$ cat src/include/branch_cfg.svh
// constants for the relative branch decode and execute block
`ifndef BRANCH_CFG_SVH
`define BRANCH_CFG_SVH

// instruction word layout
`define RB_INSTR_W        16
`define RB_OPC_HI         15
`define RB_OPC_LO         8
`define RB_BRA_TOP_HI     15
`define RB_BRA_TOP_LO     11
`define RB_COND_OFF_W     8
`define RB_BRA_OFF_W      11

// opcode upper bytes of the conditional branches
`define RB_OP_NEG_SET     8'he6
`define RB_OP_CARRY_CLR   8'he3
`define RB_OP_NEG_CLR     8'he7
`define RB_OP_OVF_CLR     8'he5
`define RB_OP_ZERO_CLR    8'he1

// upper five bits of the unconditional branch
`define RB_OP_BRA_TOP     5'h1a

// program counter width and reset values
`define RB_PC_W           21
`define RB_TARGET_RST     21'h00_0000
`define RB_PULSE_RST      1'b0

// instruction cycle counts
`define RB_CYC_NOT_TAKEN  1
`define RB_CYC_TAKEN      2

`endif

$ cat src/include/branch_pkg.sv
// types shared by the relative branch decode and execute block
package branch_pkg;

  typedef enum logic [1:0] {
    ST_IDLE  = 2'b01,
    ST_FLUSH = 2'b10
  } state_t;

  typedef enum logic [6:0] {
    K_NONE                     = 7'b000_0001,
    K_BRANCH_IF_NEGATIVE_SET   = 7'b000_0010,
    K_BRANCH_IF_CARRY_CLEAR    = 7'b000_0100,
    K_BRANCH_IF_NEGATIVE_CLEAR = 7'b000_1000,
    K_BRANCH_IF_OVERFLOW_CLEAR = 7'b001_0000,
    K_BRANCH_IF_ZERO_CLEAR     = 7'b010_0000,
    K_BRANCH_ALWAYS_RELATIVE   = 7'b100_0000
  } op_kind_t;

endpackage

$ cat src/hdl/relative_branch_decode_execute.sv
// decode and execute of the counter-relative branch instructions
//
// Contract
// [RL1] Upper byte 1110 0110 branches when the negative flag is one, low byte is the offset.
// [RL2] Upper byte 1110 0011 branches when the carry flag is zero, low byte is the offset.
// [RL3] Upper byte 1110 0111 branches when the negative flag is zero, low byte is the offset.
// [RL4] Upper byte 1110 0101 branches when the overflow flag is zero, low byte is the offset.
// [RL5] Upper byte 1110 0001 branches when the zero flag is zero, low byte is the offset.
// [RL6] Upper five bits 11010 branch always, with an eleven-bit signed offset from -1024 to 1023.
// [RL7] A conditional offset is a signed byte from -128 to 127, sign extended before use.
// [RL8] A taken branch loads the counter with branch address plus 2 plus twice the offset.
// [RL9] The target is built from the incremented counter, not the branch address itself.
// [RL10] A conditional branch takes one cycle when not taken and two when taken, the second idle.
// [RL11] The unconditional branch always takes two cycles, loading the counter after the first.
// [RL12] No relative branch changes any status flag; flags are only read.
`include "branch_cfg.svh"

module relative_branch_decode_execute #(
  parameter int PC_W = `RB_PC_W
) (
  input  wire logic                   clk,             // core clock, 25 MHz
  input  wire logic                   rst,             // synchronous reset, active high
  input  wire logic                   instr_valid,     // fetch offers an instruction
  input  wire logic [`RB_INSTR_W-1:0] instr_word,      // offered instruction word
  input  wire logic [PC_W-1:0]        pc_next,         // counter already advanced past it
  input  wire logic                   flag_neg,        // negative status flag
  input  wire logic                   flag_carry,      // carry status flag
  input  wire logic                   flag_ovf,        // overflow status flag
  input  wire logic                   flag_zero,       // zero status flag
  output logic                        instr_ready,     // block accepts an instruction
  output logic                        nop_cycle,       // refill cycle after a taken branch
  output logic                        pc_load_q,       // one-cycle counter load strobe
  output logic [PC_W-1:0]             pc_target_q,     // counter value to load
  output logic                        taken_q,         // pulse, a branch was taken
  output logic                        not_taken_q,     // pulse, a branch fell through
  output logic                        status_write_en  // status flag write, never asserted
);
  import branch_pkg::*;

  state_t          state_q;
  state_t          state_d;
  op_kind_t        kind;
  logic            cond_met;
  logic [PC_W-1:0] target;
  logic            fire;
  logic            is_branch;
  logic            take;

  ////////////////////////////////////////////////////////////////////////////
  // decode

  branch_decode #(
    .PC_W (PC_W)
  ) u_decode (
    .instr_word (instr_word),
    .pc_next    (pc_next),
    .flag_neg   (flag_neg),
    .flag_carry (flag_carry),
    .flag_ovf   (flag_ovf),
    .flag_zero  (flag_zero),
    .kind       (kind),
    .cond_met   (cond_met),
    .target     (target)
  );

  assign fire      = instr_valid && instr_ready;
  assign is_branch = (kind != K_NONE);
  assign take      = fire && is_branch && cond_met;

  // this block owns no path into the status register
  assign status_write_en = 1'b0; // RL12

  ////////////////////////////////////////////////////////////////////////////
  // sequencing

  // the refill cycle refuses new work so fetch holds the next word
  assign instr_ready = (state_q == ST_IDLE);
  assign nop_cycle   = (state_q == ST_FLUSH);

  always_comb begin
    case (state_q)
      ST_IDLE: begin
        if (take) begin
          state_d = ST_FLUSH; // RL10 RL11
        end else begin
          state_d = ST_IDLE;  // RL10
        end
      end
      ST_FLUSH: state_d = ST_IDLE; // RL10 RL11
      default:  state_d = ST_IDLE;
    endcase
  end

  always_ff @(posedge clk) begin
    if (rst) begin
      state_q <= ST_IDLE;
    end else begin
      state_q <= state_d;
    end
  end

  ////////////////////////////////////////////////////////////////////////////
  // counter load

  always_ff @(posedge clk) begin
    if (rst) begin
      pc_load_q   <= `RB_PULSE_RST;
      pc_target_q <= PC_W'(`RB_TARGET_RST);
    end else begin
      pc_load_q <= take; // RL8 RL11
      if (take) begin
        pc_target_q <= target; // RL8 RL9
      end
    end
  end

  always_ff @(posedge clk) begin
    if (rst) begin
      taken_q     <= `RB_PULSE_RST;
      not_taken_q <= `RB_PULSE_RST;
    end else begin
      taken_q     <= take;
      not_taken_q <= fire && is_branch && !cond_met; // RL10
    end
  end

  logic [`RB_INSTR_W-1:0] w_chk;
  logic [PC_W-1:0]        exp_cond_target;
  logic [PC_W-1:0]        exp_bra_target;
  logic                   bra_word;
  logic                   cond_word;
  logic [1:0]             busy_cnt;

  assign w_chk           = instr_word;
  assign bra_word        = (w_chk[15:11] == 5'b11010);
  // decoded apart from the classify function so a broken table still shows up here
  assign cond_word       = w_chk[15:8] inside {`RB_OP_NEG_SET, `RB_OP_CARRY_CLR, `RB_OP_NEG_CLR,
                                               `RB_OP_OVF_CLR, `RB_OP_ZERO_CLR};
  assign exp_cond_target = pc_next + PC_W'({{(PC_W-8){w_chk[7]}}, w_chk[7:0]} << 1);
  assign exp_bra_target  = pc_next + PC_W'({{(PC_W-11){w_chk[10]}}, w_chk[10:0]} << 1);

  // counts cycles spent per accepted branch
  always_ff @(posedge clk) begin
    if (rst) begin
      busy_cnt <= 2'd0;
    end else if (fire && is_branch) begin
      busy_cnt <= 2'd1;
    end else if (state_q == ST_FLUSH) begin
      busy_cnt <= 2'd2;
    end else begin
      busy_cnt <= 2'd0;
    end
  end
endmodule

$ cat src/hdl/branch_decode.sv
// opcode classification, condition test and target arithmetic
`include "branch_cfg.svh"

module branch_decode #(
  parameter int PC_W = `RB_PC_W
) (
  input  wire logic [`RB_INSTR_W-1:0] instr_word,  // instruction under decode
  input  wire logic [PC_W-1:0]        pc_next,     // counter already past the branch
  input  wire logic                   flag_neg,    // negative status flag
  input  wire logic                   flag_carry,  // carry status flag
  input  wire logic                   flag_ovf,    // overflow status flag
  input  wire logic                   flag_zero,   // zero status flag
  output branch_pkg::op_kind_t        kind,        // decoded branch kind
  output logic                        cond_met,    // branch would be taken
  output logic [PC_W-1:0]             target       // taken destination
);
  import branch_pkg::*;

  logic [PC_W-1:0] offset2;

  function automatic op_kind_t classify(input logic [`RB_INSTR_W-1:0] w);
    op_kind_t k;
    k = K_NONE;
    if (w[`RB_BRA_TOP_HI:`RB_BRA_TOP_LO] == `RB_OP_BRA_TOP) begin
      k = K_BRANCH_ALWAYS_RELATIVE; // RL6
    end else begin
      case (w[`RB_OPC_HI:`RB_OPC_LO])
        `RB_OP_NEG_SET:   k = K_BRANCH_IF_NEGATIVE_SET;   // RL1
        `RB_OP_CARRY_CLR: k = K_BRANCH_IF_CARRY_CLEAR;    // RL2
        `RB_OP_NEG_CLR:   k = K_BRANCH_IF_NEGATIVE_CLEAR; // RL3
        `RB_OP_OVF_CLR:   k = K_BRANCH_IF_OVERFLOW_CLEAR; // RL4
        `RB_OP_ZERO_CLR:  k = K_BRANCH_IF_ZERO_CLEAR;     // RL5
        default:          k = K_NONE;
      endcase
    end
    return k;
  endfunction

  assign kind = classify(instr_word);

  // flags are only looked at, never written
  always_comb begin
    case (kind)
      K_BRANCH_IF_NEGATIVE_SET:   cond_met = flag_neg;    // RL1
      K_BRANCH_IF_CARRY_CLEAR:    cond_met = !flag_carry; // RL2
      K_BRANCH_IF_NEGATIVE_CLEAR: cond_met = !flag_neg;   // RL3
      K_BRANCH_IF_OVERFLOW_CLEAR: cond_met = !flag_ovf;   // RL4
      K_BRANCH_IF_ZERO_CLEAR:     cond_met = !flag_zero;  // RL5
      K_BRANCH_ALWAYS_RELATIVE:   cond_met = 1'b1;        // RL11
      default:                    cond_met = 1'b0;
    endcase
  end

  // sign extend then double; word-aligned offsets in a byte-addressed counter
  always_comb begin
    if (kind == K_BRANCH_ALWAYS_RELATIVE) begin
      offset2 = {{(PC_W-`RB_BRA_OFF_W-1){instr_word[`RB_BRA_OFF_W-1]}},
                 instr_word[`RB_BRA_OFF_W-1:0], 1'b0}; // RL6
    end else begin
      offset2 = {{(PC_W-`RB_COND_OFF_W-1){instr_word[`RB_COND_OFF_W-1]}},
                 instr_word[`RB_COND_OFF_W-1:0], 1'b0}; // RL7
    end
  end

  // base is the incremented counter, so this is branch address + 2 + 2n
  assign target = pc_next + offset2; // RL8 RL9

endmodule

$ cat config.mk
export PLATFORM = sky130hd
export DESIGN_NAME = relative_branch_decode_execute
export DESIGN_NICKNAME = d
export VERILOG_FILES = /design/src/include/branch_pkg.sv /design/src/hdl/relative_branch_decode_execute.sv /design/src/hdl/branch_decode.sv
export VERILOG_INCLUDE_DIRS = /design/src /design/src/include
export SDC_FILE = /design/constraint.sdc
export NUM_CORES = 1
export LEC_CHECK = 0
export ABC_AREA = 1
export BUFFER_PORTS_ARGS = -buffer_cell sky130_fd_sc_hd__buf_2
export CORE_MARGIN = 4
export CORE_UTILIZATION = 53
export CTS_CLUSTER_SIZE = 40
export DETAILED_ROUTE_END_ITERATION = 8
export PLACE_DENSITY = 0.92
export SLEW_MARGIN = 25
export SYNTH_ARGS = -nofsm -noshare
export SYNTH_HDL_FRONTEND = slang
export SYNTH_SLANG_ARGS = --single-unit
$ cat constraint.sdc
create_clock -name clk -period 2.45 [get_ports clk]
set_input_delay 0.245 -clock clk [delete_from_list [all_inputs] [get_ports clk]]
set_output_delay 0.245 -clock clk [all_outputs]
set_load 0.02 [all_outputs]
# Word level (Yosys, flattened, before mapping)
# Index checks and enable logic that the tools add are counted.
[word_totals]
regBits = 25
in_bits = 44
wordCells = 36
out_inout_bits = 27
[op_classes]
n_addsub = 1
n_mux = 5
n_bitwise = 1
n_eq_ne = 15
n_reduce_logical = 10
[ops]
columns = ["operator", "n"]
rows = [
  ["8-bit == test (second input constant)", 5],
  ["6-bit one-hot mux with 5 select lines", 1],
  ["21-bit adder", 1],
  ["21-bit two-way mux", 1],
  ["7-bit by 2-bit == test with 1-bit output (second input constant)", 1],
  ["7-bit by 3-bit == test with 1-bit output (second input constant)", 1],
  ["7-bit by 4-bit == test with 1-bit output (second input constant)", 1],
  ["7-bit by 5-bit == test with 1-bit output (second input constant)", 1],
  ["7-bit by 6-bit == test with 1-bit output (second input constant)", 1],
  ["7-bit == test (second input constant)", 1],
  ["7-bit two-way mux", 1],
  ["7-bit by 1-bit != test with 1-bit output (second input constant)", 1],
  ["1-bit one-hot mux with 6 select lines", 1],
  ["5-bit == test (second input constant)", 1],
  ["1-bit logical NOT", 5],
  ["1-bit logical AND", 4],
  ["2-bit by 1-bit == test with 1-bit output (second input constant)", 1],
  ["2-bit == test (second input constant)", 1],
  ["2-bit two-way mux", 1],
  ["2-bit OR reduction", 1],
  ["1-bit inverter", 1],
]

# Logic depth before layout (Yosys ltp)
[depth]
depth_word = 7
depth_mapped = 19
mapped_depth_nobuf = 19

# Cells and area by module
# A second synthesis with hierarchy kept.
[unflattened]
hier_cells = 516
hier_area_um2 = 2797.7
[by_module_without_submodules]
columns = ["module", "n_inst", "area_each_um2", "seq_area_each_um2", "cells_each"]
rows = [
  ["branch_decode", 1, 1496.4, 0.0, 307],
  ["relative_branch_decode_execute", 1, 1301.2, 500.5, 209],
]

# Worst setup path before layout
# No wires, ideal clock.
[synth_timing]
path_kind = "input -> register"
start = "input port instr_word[11]"
end = "register pc_target_q[16]"
path_buffers = 0
t_required_ps = 2335
arrival_ps = 2033
path_slack_ps = 302
path_stages = 16
setup_ps = 115
cell_sequence = "inv_2 -> nand2_1 -> nor2_1 -> nand2_2 -> nand2_1 -> nand2_1 -> inv_1 -> ha_1 -> nand2_1 -> inv_1 -> a21oi_1 -> nor2_1 -> nor2_1 -> nand3_1 -> a21oi_1 -> nor2_1"
[synth_via]
elab_chain_len = 6
word_cells_on_any_way = 20
cone_classes = "1 x add/sub; 13 x eq/ne; 4 x mux; 2 x reduce/logical"
[synth_rtl]
columns = ["item", "line", "rtl"]
rows = [
  ["from (decl)", "relative_branch_decode_execute.sv:24", "input wire logic [`RB_INSTR_W-1:0] instr_word,"],
  ["8-bit == test", "branch_decode.sv:27", "case (w[`RB_OPC_HI:`RB_OPC_LO])"],
  ["6-bit one-hot mux with 5 select lines", "branch_decode.sv:27", ""],
  ["7-bit two-way mux *", "branch_decode.sv:24", "if (w[`RB_BRA_TOP_HI:`RB_BRA_TOP_LO] == `RB_OP_BRA_TOP) begin"],
  ["7-bit == test (tied with other cells)", "branch_decode.sv:43, branch_decode.sv:56", ""],
  ["21-bit two-way mux (tied with other cells)", "branch_decode.sv:56", "if (kind == K_BRANCH_ALWAYS_RELATIVE) begin"],
  ["21-bit adder / 1-bit logical AND (equally long branches)", "branch_decode.sv:66, relative_branch_decode_execute.sv:68", ""],
  ["to (signal assigned)", "relative_branch_decode_execute.sv:108", "pc_target_q <= PC_W'(`RB_TARGET_RST);"],
  ["to (signal assigned)", "relative_branch_decode_execute.sv:112", "pc_target_q <= target;"],
  ["to (decl)", "relative_branch_decode_execute.sv:33", "output logic [PC_W-1:0] pc_target_q,"],
]
# Every way passes the cells marked *; elsewhere a longest branch is shown, timed or not.
# A chain may end at the register's enable or synchronous reset.

# Final worst setup path
# Same ends and word-level chain as after synthesis.

==> flow_summary_export.csv <==
group,metric,value,unit
status,status,"finished clean",
placement,port_buffers,69,
pwr,ir_drop,202.8,uV
layout,n_fill_cell,388,
pwr,combPwrFrac,0.391,
sta,slew_violations,0,
layout,nets,563,
global_route,gr-usage-all-layers,0.2256,
yosys,ys_warn_count,0,
global_route,grt_pass1_vias,2430,
layout,syn2layout_area_growth,20.46,%
critical_path,crit_chain,"buf_2 -> inv_2 -> nand2_1 -> nor2_1 -> nand2_2 -> inv_1 -> nand2_1 -> nand2_1 -> clkinvlp_4 -> ha_1 -> nand2_1 -> inv_1 -> a21oi_2 -> nor2_1 -> nor2_1 -> nand3_1 -> a21oi_1 -> nor2_1",
pwr,power_density,364.3,mW/mm^2
yosys,avgSynthCellArea,5.685,sq um
yosys,async_flop_share,0,
critical_path,critPathLaunchType,"input port",
clocking,cts_max_level,1,
pwr,pwr-share-clk,0.225,
drt,drtPass1Iterations,5,
clocking,cts_sinks,25,
job,maxCapViolations,0,
placement,dp_slack,-75.98,ps
placement,gp_congestion,1.001,
critical_path,cp_top_family,"simple AND/OR/NAND/NOR gates",
yosys,synthFlopType,"dfxtp_1",
clocking,numCtsBuffers,3,
critical_path,path_buf_inv,5,
sta,fin_worst_skew,4.232,ps
layout,drive_gt1_frac,0.1948,
layout,final_cells,550,
layout,antenna_cells,0,
clocking,clk_latency,260,ps
yosys,syn_inst,425,
sta,rsz0062_at_grt,"true",
layout,final_common_cell,"nand2_1",
critical_path,setup.worst_path.class,"input port to flip-flop",
critical_path,path_max_fanout,7,
sta,layout_setup_ws,211.0,ps
yosys,syn_nets,489,
sta,fin_crit,2239,ps
critical_path,arrival,2400,ps
drt,ant_nets,0,
die,die_height,75.52,um
drt,drc_errors,0,
sta,clock.fmax,446.6,MHz
drt,drt-initial-drc-count,151,
yosys,ys_types,26,
critical_path,reg2reg_slack,1020,ps
critical_path,slowest_stage,"ha_1",
placement,place_inst,544,
critical_path,max_stage_delay,380,ps
placement,dpl.hpwl,5299,um
global_route,grt_max_degree,22,
die,core_area,0.004384,sq mm
clocking,clockBufferDepth,2,
yosys,synth-edff-count,0,
drt,routedWlPerCell,11.64,um
drt,viasPerCell,5.076,
clocking,cts_root_buf,"clkbuf_8",
layout,final_cell_mix,"154 x nand2_1, 69 x inv_1, 69 x buf_2",
yosys,ys_ff_latch,25,
clocking,path_clk_slew,90,ps
critical_path,cp-end-kind,"flip-flop",
critical_path,worstPathRequired,2610,ps
die,pin_count,71,
die,die-area,0.005703,sq mm
die,std_cell_rows,24,
pwr,p_int,0.0006818,W
min_path,worstHoldPathType,"input port to flip-flop",
die,start_util,0.5511,
clocking,cts_tree,"built",
global_route,antenna_found_initial,0,
pwr,swShare,0.3569,
yosys,netlist_area,0.002416,sq mm
sta,timing.hold.ws,237.7,ps
yosys,ys_seq_area_frac,0.2071,
global_route,overflow,0,
sta,post-route-period-util,0.9139,
pwr,p_leak,1.775,nW
drt,vias,2792,
drt,wirelength,6402,um
pwr,seqPwrFrac,0.384,
pwr,switching_power,0.0003784,W
sta,setup_viol,0,
die,die_w,75.52,um
sta,finalHoldViolations,0,
global_route,grt_pass1_wl,10250,um
synthesized netlist by cell type, types with 2 or more instances:
master / number / area share
inv_2: 2 / 0.0031
ha_1: 19 / 0.098
nand2_2: 4 / 0.010
o21ai_0: 2 / 0.0041
nor3_1: 4 / 0.0083
o21ai_1: 9 / 0.019
nand3b_1: 8 / 0.025
buf_6: 2 / 0.0093
a21oi_1: 18 / 0.037
o21bai_1: 5 / 0.016
nor2_2: 4 / 0.010
buf_4: 2 / 0.0062
xor2_1: 6 / 0.022
nand2_1: 154 / 0.24
inv_1: 70 / 0.11
nand4_1: 3 / 0.0078
nand3_1: 21 / 0.044
dfxtp_1: 25 / 0.21
nor2_1: 59 / 0.092
xnor2_1: 2 / 0.0073
stage by stage:
stage	power, W	cell area [sq um]	util	setup TNS (ps)
after floorplan	0.0006940	2416	-	0
after global placement	0.0007974	2810	0.6410	-29.30
after detailed placement	0.0008070	2810	0.6410	-87.84
after CTS	0.001043	2856	0.6515	0
after global routing	0.001137	2910	0.6638	-28.91
final	0.001060	2910	0.6638	0
kinds of logic after synthesis:
family	synth area share
AO/OA/AOI/OAI	0.08027
XOR/XNOR	0.02900
adder cells (fa/ha/maj)	0.1067
buffers and inverters	0.1310
flip-flops	0.2071
other	0.001552
AND/OR/NAND/NOR	0.4443
layer usage:
layer | GRT usage | part of all wire
met5 | 0 | 0
met1 | 0.2992 | 0.43
met3 | 0.01055 | 0.076
met4 | 0.07767 | 0.024
met2 | 0.3902 | 0.47
power by group through the flow:
stage | logic (W) | clock network [W] | registers [W]
after floorplan | 0.000277 | 0 | 0.000417
after global placement | 0.000381 | 0 | 0.000416
after detailed placement | 0.000390 | 0 | 0.000417
after CTS | 0.000392 | 0.000244 | 0.000407
after global routing | 0.000469 | 0.000261 | 0.000407
final | 0.000415 | 0.000239 | 0.000407
registers in the layout, summed over array words and instances, names as in the netlist:
signal / count
taken_q: 1
pc_target_q: 21
state_q: 2
not_taken_q: 1
repair_timing:
item	in CTS	in global routing
endpoints found under the setup margin	0	2
hold buffers	0	0
gates resized for setup	0	6
setup buffers	0	2
worst register-to-register path, cell delays in order, from the launching register on:
cell	delay, ps
dfxtp_1	300
inv_1	60
nand2_1	50
inv_1	50
nand2_1	70
nor2_2	140
nand2_2	270
a21oi_1	310
nor2_1	70
path summary, 6_finish.rpt:
check | startpoint | endpoint | cells past startpoint
setup / recovery | instr_word[11] | pc_target_q[16]$_SDFFE_PP0P_ | 18
setup reg to reg | state_q[1]$_SDFF_PP0_ | pc_target_q[11]$_SDFFE_PP0P_ | 8
hold / removal | pc_next[0] | pc_target_q[0]$_SDFFE_PP0P_ | 3
hold reg to reg | pc_target_q[9]$_SDFFE_PP0P_ | pc_target_q[9]$_SDFFE_PP0P_ | 2
cell type report:
cell class              count  area [sq um]  share of cell area
repair buffers             75         390.4              0.1341
multi-input cells         322          1634              0.5615
well taps                  52         65.06             0.02236
clock inverters             1         5.005            0.001720
flip-flops and latches     25         500.5              0.1720
inverters                  72         274.0             0.09415
clock buffers               3         41.29             0.01419
Note: power is estimated with default switching activity, not from simulation.
